## src/common/serial_cfg_pkg.sv

```systemverilog
// constants and types shared by the serial channel and its bench
package serial_cfg_pkg;
  localparam int unsigned CLK_MHZ       = 40;
  localparam logic [2:0]  OFS_FORMAT    = 3'h0;
  localparam logic [2:0]  OFS_CTRL      = 3'h2;
  localparam logic [2:0]  OFS_TXHOLD    = 3'h3;
  localparam logic [2:0]  OFS_STATUS    = 3'h4;
  localparam logic [2:0]  OFS_RXDATA    = 3'h5;
  localparam logic [7:0]  FORMAT_RST    = 8'h00;
  localparam logic [7:0]  CTRL_RST      = 8'h00;
  localparam logic [7:0]  TXHOLD_RST    = 8'hff;
  localparam logic [7:0]  STATUS_RST    = 8'h84;
  localparam logic [7:0]  RDATA_RST     = 8'h00;
  // format register fields
  localparam int unsigned FMT_SYNC      = 7;
  localparam int unsigned FMT_CHR7      = 6;
  localparam int unsigned FMT_PE        = 5;
  localparam int unsigned FMT_ODD       = 4;
  localparam int unsigned FMT_STOP2     = 3;
  localparam int unsigned FMT_MP        = 2;
  localparam int unsigned FMT_CKS_LO    = 0;
  // control register fields
  localparam int unsigned CTL_TIE       = 7;
  localparam int unsigned CTL_RIE       = 6;
  localparam int unsigned CTL_TE        = 5;
  localparam int unsigned CTL_RE        = 4;
  // status register fields
  localparam int unsigned ST_TX_HOLDING_EMPTY_FLAG       = 7;
  localparam int unsigned ST_RDRF       = 6;
  localparam int unsigned ST_ORER       = 5;
  localparam int unsigned ST_FER        = 4;
  localparam int unsigned ST_PER        = 3;
  localparam int unsigned ST_TEND       = 2;
  localparam int unsigned ST_MPB        = 1;
  localparam int unsigned ST_MPBT       = 0;
  localparam logic [7:0]  ST_CLEARABLE  = 8'hb8;
  // prescaled ticks per serial bit, stands in for the bit-rate divider
  localparam logic [7:0]  BIT_TICKS     = 8'd16;
  localparam logic [7:0]  HALF_TICKS    = 8'd8;
  localparam logic [3:0]  LEN_SYNC      = 4'd8;
  localparam int unsigned RXQ_WIDTH     = 8;
  localparam int unsigned RXQ_DEPTH     = 8;
  typedef enum logic [1:0] {TX_IDLE, TX_SHIFT} tx_state_t;
  typedef enum logic [1:0] {RX_IDLE, RX_START, RX_DATA} rx_state_t;
endpackage

```

## src/common/stream_if.sv

```systemverilog
// valid/ready word stream between the channel and its receive buffer
`timescale 1ns/1ps
`default_nettype none
interface stream_if #(parameter int unsigned WIDTH = 8);
  logic [WIDTH-1:0] data;
  logic             valid;
  logic             ready;
  modport src (output data, output valid, input ready);
  modport snk (input data, input valid, output ready);
endinterface
`default_nettype wire

```

## src/serial_channel.sv

```systemverilog
// serial channel: format/control registers, transmitter, receiver
`timescale 1ns/1ps
`default_nettype none
module serial_channel
  import serial_cfg_pkg::*;
(
  input  wire logic       clk,
  input  wire logic       rst_n,
  input  wire logic       standby,
  input  wire logic [2:0] cpu_addr,
  input  wire logic       cpu_wr,
  input  wire logic       cpu_rd,
  input  wire logic [7:0] cpu_wdata,
  output logic      [7:0] cpu_rdata,
  input  wire logic       rxd,
  output logic            txd,
  output logic            sck_out,
  output logic            sck_oe,
  output logic            tx_empty_irq,
  output logic            rx_irq
);
  import serial_cfg_pkg::*;

  logic [7:0]  serial_format_reg;
  logic [7:0]  serial_ctrl_reg;
  logic [7:0]  tx_holding_reg;
  logic [7:0]  serial_status_reg;
  logic [7:0]  rd_armed;
  logic [5:0]  presc;
  logic        tick;
  logic        rxd_meta;
  logic        rxd_s;
  tx_state_t   tx_state;
  logic [11:0] tx_shift_reg;
  logic [3:0]  tx_left;
  logic [7:0]  tx_cnt;
  logic        tx_load;
  logic        tx_done;
  rx_state_t   rx_state;
  logic [11:0] rx_bits;
  logic [3:0]  rx_idx;
  logic [7:0]  rx_cnt;
  logic        rx_end;
  logic        sync_rx_take;
  logic [7:0]  rx_char;
  logic        rx_extra;
  logic        rx_par_err;
  logic        rx_frm_err;
  logic        rx_push;
  logic        wr_status;
  logic        rd_rxdata;

  wire sync_mode  = serial_format_reg[FMT_SYNC];
  wire chr7       = serial_format_reg[FMT_CHR7] && !sync_mode;
  wire mp_fmt     = serial_format_reg[FMT_MP] && !sync_mode;
  wire par_on     = serial_format_reg[FMT_PE] && !sync_mode
                    && !mp_fmt;
  wire odd_sense  = serial_format_reg[FMT_ODD];
  wire stop2      = serial_format_reg[FMT_STOP2] && !sync_mode;
  wire tx_en      = serial_ctrl_reg[CTL_TE];
  wire rx_en      = serial_ctrl_reg[CTL_RE];
  wire tx_holding_empty_flag       = serial_status_reg[ST_TX_HOLDING_EMPTY_FLAG];

  stream_if #(.WIDTH(RXQ_WIDTH)) rxq_in ();
  stream_if #(.WIDTH(RXQ_WIDTH)) rxq_out ();

  stream_fifo #(.WIDTH(RXQ_WIDTH), .DEPTH(RXQ_DEPTH)) rx_queue (
    .clk   (clk),
    .rst_n (rst_n),
    .fill  (rxq_in),
    .drain (rxq_out)
  );

  // tick every 1, 4, 16 or 64 clocks
  function automatic logic presc_tick(input logic [1:0] sel,
                                      input logic [5:0] cnt);
    case (sel)
      2'h0:    presc_tick = 1'b1;
      2'h1:    presc_tick = (cnt[1:0] == 2'h3);
      2'h2:    presc_tick = (cnt[3:0] == 4'hf);
      default: presc_tick = (cnt == 6'h3f);
    endcase
  endfunction

  // parity bit that gives the chosen sense over the character
  function automatic logic parity_of(input logic [7:0] d,
                                     input logic       odd);
    parity_of = ^d ^ odd;
  endfunction

  // bits of one character frame, lsb first, and their count
  function automatic logic [15:0] build_frame(input logic [7:0] d,
                                              input logic sy,
                                              input logic c7,
                                              input logic pe,
                                              input logic od,
                                              input logic mp,
                                              input logic mpb,
                                              input logic s2);
    logic [11:0] f;
    logic [3:0]  n;
    f = '1;
    n = 4'd0;
    if (sy) begin
      f[7:0] = d;
      n      = LEN_SYNC;
    end else begin
      f[0] = 1'b0;
      f[7:1] = d[6:0];
      n = c7 ? 4'd8 : 4'd9;
      if (!c7) begin
        f[8] = d[7];
      end
      if (mp) begin
        f[n] = mpb;
        n = n + 4'd1;
      end else if (pe) begin
        f[n] = parity_of(c7 ? {1'b0, d[6:0]} : d, od);
        n = n + 4'd1;
      end
      n = n + (s2 ? 4'd2 : 4'd1);
    end
    build_frame = {n, f};
  endfunction

  always_ff @(posedge clk or negedge rst_n) begin
    if (!rst_n) begin
      presc <= '0;
    end else begin
      presc <= presc + 6'd1;
    end
  end
  assign tick = presc_tick(serial_format_reg[FMT_CKS_LO +: 2], presc);

  // pin synchroniser, second stage is the only reader of the first
  always_ff @(posedge clk or negedge rst_n) begin
    if (!rst_n) begin
      rxd_meta <= 1'b1;
      rxd_s    <= 1'b1;
    end else begin
      rxd_meta <= rxd;
      rxd_s    <= rxd_meta;
    end
  end

  assign wr_status = cpu_wr && (cpu_addr == OFS_STATUS);
  assign rd_rxdata = cpu_rd && (cpu_addr == OFS_RXDATA);

  always_ff @(posedge clk or negedge rst_n) begin
    if (!rst_n) begin
      serial_format_reg <= FORMAT_RST;
      serial_ctrl_reg   <= CTRL_RST;
      tx_holding_reg    <= TXHOLD_RST;
    end else if (standby) begin
      serial_format_reg <= FORMAT_RST;
      serial_ctrl_reg   <= CTRL_RST;
      tx_holding_reg    <= TXHOLD_RST;
    end else if (cpu_wr) begin
      case (cpu_addr)
        OFS_FORMAT: serial_format_reg <= cpu_wdata;
        OFS_CTRL:   serial_ctrl_reg   <= cpu_wdata;
        OFS_TXHOLD: tx_holding_reg    <= cpu_wdata;
        default:    ;
      endcase
    end
  end

  always_ff @(posedge clk or negedge rst_n) begin
    if (!rst_n) begin
      cpu_rdata <= '0;
    end else if (cpu_rd) begin
      case (cpu_addr)
        OFS_FORMAT: cpu_rdata <= serial_format_reg;
        OFS_CTRL:   cpu_rdata <= serial_ctrl_reg;
        OFS_TXHOLD: cpu_rdata <= tx_holding_reg;
        OFS_STATUS: cpu_rdata <= serial_status_reg;
        OFS_RXDATA: cpu_rdata <= rxq_out.valid ? rxq_out.data : RDATA_RST;
        default:    cpu_rdata <= '0;
      endcase
    end
  end
  assign rxq_out.ready = rd_rxdata;

  // a flag in ST_CLEARABLE clears only on a zero write after it was read as one; TEND clears with TDRE, RDRF follows the receive buffer;
  // hardware set wins over the clear in the same cycle
  always_ff @(posedge clk or negedge rst_n) begin
    if (!rst_n) begin
      serial_status_reg <= STATUS_RST;
      rd_armed          <= '0;
    end else if (standby) begin
      serial_status_reg <= STATUS_RST;
      rd_armed          <= '0;
    end else begin
      if (cpu_rd && cpu_addr == OFS_STATUS) begin
        rd_armed <= serial_status_reg & ST_CLEARABLE;
      end
      for (int i = 0; i < 8; i++) begin
        if (wr_status && rd_armed[i] && !cpu_wdata[i]) begin
          serial_status_reg[i] <= 1'b0;
          rd_armed[i] <= 1'b0;
        end
      end
      if (wr_status && rd_armed[ST_TX_HOLDING_EMPTY_FLAG] && !cpu_wdata[ST_TX_HOLDING_EMPTY_FLAG]) begin
        serial_status_reg[ST_TEND] <= 1'b0;
      end
      if (wr_status) begin
        serial_status_reg[ST_MPBT] <= cpu_wdata[ST_MPBT];
      end
      serial_status_reg[ST_RDRF] <= rxq_out.valid;
      if (tx_load || !tx_en) begin
        serial_status_reg[ST_TX_HOLDING_EMPTY_FLAG] <= 1'b1;
      end
      if (tx_done && tx_holding_empty_flag) begin
        serial_status_reg[ST_TEND] <= 1'b1;
      end
      if (rx_push && !rxq_in.ready) begin
        serial_status_reg[ST_ORER] <= 1'b1;
      end
      if (rx_end && rx_frm_err) begin
        serial_status_reg[ST_FER] <= 1'b1;
      end
      if (rx_end && rx_par_err) begin
        serial_status_reg[ST_PER] <= 1'b1;
      end
      if (rx_end && mp_fmt) begin
        serial_status_reg[ST_MPB] <= rx_extra;
      end
    end
  end

  assign tx_load = (tx_state == TX_IDLE) && tx_en && !tx_holding_empty_flag;
  assign tx_done = (tx_state == TX_SHIFT) && tick
                   && (tx_cnt == BIT_TICKS - 8'd1) && (tx_left == 4'd1);

  always_ff @(posedge clk or negedge rst_n) begin
    if (!rst_n) begin
      tx_state     <= TX_IDLE;
      tx_shift_reg <= '1;
      tx_left      <= '0;
      tx_cnt       <= '0;
    end else begin
      case (tx_state)
        TX_IDLE: begin
          if (tx_load) begin
            {tx_left, tx_shift_reg} <= build_frame(tx_holding_reg,
              sync_mode, chr7, par_on, odd_sense, mp_fmt,
              serial_status_reg[ST_MPBT], stop2);
            tx_cnt   <= '0;
            tx_state <= TX_SHIFT;
          end
        end
        TX_SHIFT: begin
          if (tick) begin
            if (tx_cnt == BIT_TICKS - 8'd1) begin
              tx_cnt       <= '0;
              tx_shift_reg <= {1'b1, tx_shift_reg[11:1]};
              tx_left      <= tx_left - 4'd1;
              if (tx_left == 4'd1) begin
                tx_state <= TX_IDLE;
              end
            end else begin
              tx_cnt <= tx_cnt + 8'd1;
            end
          end
        end
        default: tx_state <= TX_IDLE;
      endcase
    end
  end

  assign txd          = (tx_state == TX_SHIFT) ? tx_shift_reg[0] : 1'b1;
  assign sck_oe       = sync_mode;
  assign sck_out      = !((tx_state == TX_SHIFT) && (tx_cnt < HALF_TICKS));
  assign tx_empty_irq = serial_ctrl_reg[CTL_TIE] && tx_holding_empty_flag;
  assign rx_irq       = serial_ctrl_reg[CTL_RIE] && (rxq_out.valid
                        || |serial_status_reg[ST_ORER:ST_PER]);

  // sync receive samples on the rising edge of the clock that we drive
  assign sync_rx_take = sync_mode && rx_en && (tx_state == TX_SHIFT)
                        && tick && (tx_cnt == HALF_TICKS - 8'd1);
  wire [3:0] rx_data_len = chr7 ? 4'd7 : 4'd8;
  wire [3:0] rx_last     = rx_data_len + ((par_on || mp_fmt) ? 4'd1 : 4'd0);
  wire       async_take  = (rx_state == RX_DATA) && tick
                           && (rx_cnt == BIT_TICKS - 8'd1);
  assign rx_end = sync_mode ? (sync_rx_take && rx_idx == LEN_SYNC - 4'd1)
                            : (async_take && rx_idx == rx_last);

  always_ff @(posedge clk or negedge rst_n) begin
    if (!rst_n) begin
      rx_state <= RX_IDLE;
      rx_bits  <= '0;
      rx_idx   <= '0;
      rx_cnt   <= '0;
    end else if (!rx_en || sync_mode) begin
      rx_state <= RX_IDLE;
      rx_cnt   <= '0;
      if (sync_rx_take) begin
        rx_bits[rx_idx] <= rxd_s;
        rx_idx <= rx_end ? 4'd0 : rx_idx + 4'd1;
      end else if (!rx_en) begin
        rx_idx <= '0;
      end
    end else begin
      case (rx_state)
        RX_IDLE: begin
          rx_idx <= '0;
          rx_cnt <= '0;
          if (!rxd_s) begin
            rx_state <= RX_START;
          end
        end
        RX_START: begin
          if (tick) begin
            if (rx_cnt == HALF_TICKS - 8'd1) begin
              rx_cnt   <= '0;
              rx_state <= rxd_s ? RX_IDLE : RX_DATA;
            end else begin
              rx_cnt <= rx_cnt + 8'd1;
            end
          end
        end
        RX_DATA: begin
          if (tick) begin
            rx_cnt <= (rx_cnt == BIT_TICKS - 8'd1) ? 8'd0 : rx_cnt + 8'd1;
          end
          if (async_take) begin
            rx_bits[rx_idx] <= rxd_s;
            rx_idx <= rx_idx + 4'd1;
            if (rx_end) begin
              rx_state <= RX_IDLE;
            end
          end
        end
        default: rx_state <= RX_IDLE;
      endcase
    end
  end

  // the bit on the line this cycle completes the frame
  always_comb begin
    logic [11:0] fb;
    fb = rx_bits;
    fb[rx_idx] = rxd_s;
    rx_char    = chr7 ? {1'b0, fb[6:0]} : fb[7:0];
    rx_extra   = fb[rx_data_len];
    rx_frm_err = !sync_mode && !rxd_s;
    rx_par_err = par_on && (parity_of(rx_char, odd_sense) != rx_extra);
  end

  assign rx_push      = rx_end && !rx_frm_err && !rx_par_err;
  assign rxq_in.valid = rx_push;
  assign rxq_in.data  = rx_char;

  standby_clear_a : assert property (@(posedge clk) disable iff (!rst_n)
    standby |=> serial_format_reg == 8'h00 && serial_ctrl_reg == 8'h00)
    else $error("registers not cleared by standby");
  async_start_a : assert property (@(posedge clk) disable iff (!rst_n)
    tx_load && !sync_mode |=> !txd && tx_state == TX_SHIFT)
    else $error("async frame lacks start bit");
  sync_len_a : assert property (@(posedge clk) disable iff (!rst_n)
    tx_load && sync_mode |=> tx_left == 4'd8
    && txd == $past(tx_holding_reg[0]))
    else $error("sync frame not eight bare bits");
  plain_len_a : assert property (@(posedge clk) disable iff (!rst_n)
    tx_load && !sync_mode && serial_format_reg[7:2] == 6'h00
    |=> tx_left == 4'd10)
    else $error("8N1 frame length wrong");
  long_len_a : assert property (@(posedge clk) disable iff (!rst_n)
    tx_load && !sync_mode && serial_format_reg[7:2] == 6'h1a
    |=> tx_left == 4'd11 && tx_shift_reg[10:9] == 2'b11)
    else $error("7-bit parity two-stop frame wrong");
  parity_sense_a : assert property (@(posedge clk) disable iff (!rst_n)
    tx_load && par_on && !chr7
    |=> (^tx_shift_reg[9:1]) == $past(odd_sense))
    else $error("transmitted parity has wrong sense");
  mp_bit_a : assert property (@(posedge clk) disable iff (!rst_n)
    tx_load && mp_fmt && !chr7
    |=> tx_shift_reg[9] == $past(serial_status_reg[ST_MPBT]))
    else $error("multiprocessor bit not sent");
  irq_raise_a : assert property (@(posedge clk) disable iff (!rst_n)
    tx_load && serial_ctrl_reg[CTL_TIE] && !standby
    && !(cpu_wr && cpu_addr == OFS_CTRL) |=> tx_empty_irq)
    else $error("empty request not raised on load");
  irq_drop_a : assert property (@(posedge clk) disable iff (!rst_n)
    $fell(tx_holding_empty_flag) || $fell(serial_ctrl_reg[CTL_TIE]) |-> !tx_empty_irq)
    else $error("empty request not withdrawn");
endmodule
`default_nettype wire

```

## src/stream_fifo.sv

```systemverilog
// synchronous fifo with valid/ready on both sides
`timescale 1ns/1ps
`default_nettype none
module stream_fifo #(
  parameter int unsigned WIDTH = 8,
  parameter int unsigned DEPTH = 8
) (
  input  wire logic clk,
  input  wire logic rst_n,
  stream_if.snk     fill,
  stream_if.src     drain
);
  localparam int unsigned AW = $clog2(DEPTH);
  logic [WIDTH-1:0] mem [DEPTH];
  logic [AW-1:0]    wptr;
  logic [AW-1:0]    rptr;
  logic [AW:0]      count;
  logic             push;
  logic             pop;

  assign fill.ready  = (count != (AW+1)'(DEPTH));
  assign drain.valid = (count != '0);
  assign drain.data  = mem[rptr];
  assign push        = fill.valid && fill.ready;
  assign pop         = drain.valid && drain.ready;

  always_ff @(posedge clk) begin
    if (push) begin
      mem[wptr] <= fill.data;
    end
  end

  always_ff @(posedge clk or negedge rst_n) begin
    if (!rst_n) begin
      wptr  <= '0;
      rptr  <= '0;
      count <= '0;
    end else begin
      if (push) begin
        wptr <= (wptr == AW'(DEPTH-1)) ? '0 : wptr + 1'b1;
      end
      if (pop) begin
        rptr <= (rptr == AW'(DEPTH-1)) ? '0 : rptr + 1'b1;
      end
      count <= count + (AW+1)'(push) - (AW+1)'(pop);
    end
  end
endmodule
`default_nettype wire

```

## config.mk

```make
export PLATFORM = sky130hd
export DESIGN_NAME = serial_channel
export DESIGN_NICKNAME = d
export VERILOG_FILES = /design/src/common/serial_cfg_pkg.sv /design/src/common/stream_if.sv /design/src/serial_channel.sv /design/src/stream_fifo.sv
export SDC_FILE = /design/constraint.sdc
export NUM_CORES = 1
export LEC_CHECK = 0
export BUFFER_PORTS_ARGS = -buffer_cell sky130_fd_sc_hd__buf_4
export CAP_MARGIN = 20
export CORE_MARGIN = 3
export CORE_UTILIZATION = 56
export CTS_CLUSTER_DIAMETER = 80
export DETAILED_ROUTE_END_ITERATION = 12
export PLACE_DENSITY = 0.79
export SYNTH_ARGS = -nofsm -noshare
export SYNTH_HDL_FRONTEND = slang
export SYNTH_HIERARCHICAL = 1
export SYNTH_SLANG_ARGS = --single-unit
```

## constraint.sdc

```tcl
create_clock -name clk -period 3.7 [get_ports clk]
set_input_delay 0.37 -clock clk [delete_from_list [all_inputs] [get_ports clk]]
set_output_delay 0.37 -clock clk [all_outputs]
set_load 0.02 [all_outputs]
```

==> reports/metrics.yaml <==
status: "finished with violations"
failed_checks: "negative setup slack"
rsz0062_at_grt: "true"
grt-ovfl-total: 0
clk_latency_ns: 0.44
cp.arrival_ns: 4.05
num_io_pins: 30
min_period_over_period: 1.00
fin_ws_ns: -0.0137
finalCriticalPeriod_ns: 3.71
vias: 6415
grt_max_degree: 41
track_usage: 0.240
drt_wl_total_mm: 21.0
slew_headroom: 0.471
cts.sinks: 172
hold_viol: 0
start_kind: "flop"
drv_slew: 0
largest_register_ffs: 64
cp-end-kind: "flop"
die_x_um: 132
io_buffer_count: 29
hp-start: "rxd"
critPathSlowestCell: "fa_1"
max_freq_ghz: 0.269
drive_gt1_frac: 0.246
dr.first_iter.drc_count: 789
critPathMaxFanout: 4
r2r_slack_ns: -0.01
cp_top_family: "adder cells"
synth-main-ff-cell: "dfrtp_1"
peakVddDrop_mv: 0.339
hold_path.class: "input pin to flop"
cts_tree: "yes"
dieArea_um2: 17300
drc: 0
synth_enable_flop_cells: 64
drtPass1Iterations: 5
setup_viol: 2
crit_chain: "inv_2 > buf_4 > ha_4 > nand3b_1 > mux2i_2 > xor2_1 > xnor2_1 > xnor3_1 > and2_4 > a211oi_4 > nand2_2 > ha_4 > inv_4 > ha_4 > inv_2 > fa_1 > inv_1"
crit_type: "flop to flop"
reg2regPathDepth: 17
power.density_nw_per_um2: 444
diodes: 0
critPathMostFrequentCell: "ha_4"
vias_per_cell: 6.03
grt_pass1_vias: 6266
ant_nets: 0
r2r_start: "rx_idx[1]"
synth_cell_types: 70
syn_inst: 778
hpwl_mm: 13.9
ctsHtreeMaxLevel: 4
final_core_util: 0.675
fin_nets: 886
synth_warnings: 6
holdPathStages: 1
floorplan.initialDensity: 0.577
placed_cells: 1018
max_cap_viol_count: 0
core_area_um2: 15300
slowest_delay_ns: 0.53
crit_cells: 17
antenna_found_initial: 0
fillers: 1061
hold_path_end: "rxd_meta"
wire_per_inst_um: 19.7
cts_buffers: 17
async_flop_share: 0.628
worstMarginPinSlew_ns: 0.793
clock_path_buffers: 2
dieHeight_um: 132
ctsRootBufferMaster: "clkbuf_16"
ys_ff_latch: 172
r2r-end: "rx_queue/count[1]"
required_ns: 4.03
yosysSeqAreaShare: 0.526
gp_congestion: 0.922
grt_pass1_wl_mm: 33.0
area.growth.synth_to_final_pct: 16.9
p_leak_nw: 4.11
syn_area_per_cell_um2: 11.4
clk_pin_slew_worst_paths_ns: 0.07
syn_nets: 824
final_cells: 1064
total_power_mw: 4.58
syn_area_um2: 8840
placementRows: 45
fin_skew_ns: 0.0134
critPathBufInv: 5
[worst max path at each step]
stage | from | to
final | rx_idx[1] | rx_queue/count[1]
after global routing | rx_idx[1] | rx_queue/count[2]
after CTS | rx_idx[0] | rx_queue/count[1]
after detailed placement | rx_idx[1] | rx_queue/count[2]
after global placement | rx_idx[1] | rx_queue/count[1]
after floorplan | serial_format_reg[7] | rx_queue/count[2]
[timing repair]
item | 4_1_cts | 5_1_grt
pin swaps | 9 | 7
resized for setup | 25 | 14
setup endpoints to repair | 3 | 21
buffers inserted | 7 | 6
hold buffers | 1 | 0
endpoints found under the hold margin | 18 | 0
[where the power goes]
part           total (mW)  switching, mW  internal [mW]
registers            2.17          0.143           2.03
logic               0.540          0.261          0.279
clock network        1.87          0.883          0.991
[synthesized netlist by cell type (7+ instances only)]
cell       n  area [um^2]
a21oi_1   41          205
a22oi_1    9         67.6
a31oi_1    7         43.8
and2_1     8         50.1
and3_1    11         68.8
clkbuf_1  24         90.1
dfrtp_1   86         2150
dfstp_2   22          578
edfxtp_1  64         1920
ha_1      27          338
inv_1     34          128
mux2_2    24          270
mux2_4     8          120
mux2i_1   23          230
mux4_1     8          210
mux4_2     8          180
nand2_1   97          364
nand2b_1  11         68.8
nand3_1   17         85.1
nand3b_1  14          105
nor2_1    49          184
nor2b_1   19          119
nor3_1    11         55.1
nor3b_1    9         67.6
o21ai_0   36          180
o22ai_1   10         62.6
xnor2_1   15          131
xor2_1    11         96.3
[logic make-up (layout without fill, tap and decap cells)]
| logic type | count (synthesis) | in the layout | synth area share |
|---|---|---|---|
| flops | 172 | 172 | 0.526 |
| simple gates | 273 | 273 | 0.157 |
| compound gates | 137 | 137 | 0.0967 |
| fa+ha+maj | 29 | 29 | 0.0427 |
| buf+inv | 69 | 144 | 0.0351 |
| xor+xnor | 27 | 27 | 0.0283 |
| mux | 71 | 71 | 0.114 |
[final cells by class]
cell class / instances / area [um^2] / share of cell area
multi-input cells: 537 / 4050 / 0.392
inverters: 34 / 133 / 0.0128
clock buffers: 17 / 425 / 0.0412
clock inverters: 15 / 213 / 0.0206
flip-flops and latches: 172 / 4660 / 0.451
well taps: 211 / 264 / 0.0256
repair buffers: 78 / 592 / 0.0573
[through the flow]
step           TNS, ns  instance area (um^2)  setup WS [ns]  hold WS (ns)
4_1_cts              0                 10200        0.00807        0.0402
3_3_place_gp         0                  9410         0.0745         0.342
6_report       -0.0150                 10300        -0.0137        0.0493
3_5_place_dp    -0.247                  9410         -0.115         0.353
5_1_grt         -0.459                 10300         -0.111        0.0347
2_1_floorplan        0                  8850        0.00723        0.0744
[per-layer routing]
metal,wire length (um),track usage
met1,8560,0.308
met2,10700,0.406
met3,1070,0.0528
met4,637,0.0782
met5,0,0
[placed cells by master, fill, tap and decap left out, drive strengths merged, types with 14 or more instances in the layout]
cell type	Yosys	routed
a21oi	41	41
buf	9	77
clkbuf	26	17
dfrtp	86	86
dfstp	22	22
edfxtp	64	64
ha	27	27
inv	34	41
mux2	32	32
mux2i	23	23
mux4	16	16
nand2	98	98
nand3	18	18
nand3b	14	14
nor2	49	49
nor2b	19	19
o21ai	38	38
xnor2	15	15
Power figures use the tool's default switching activity.
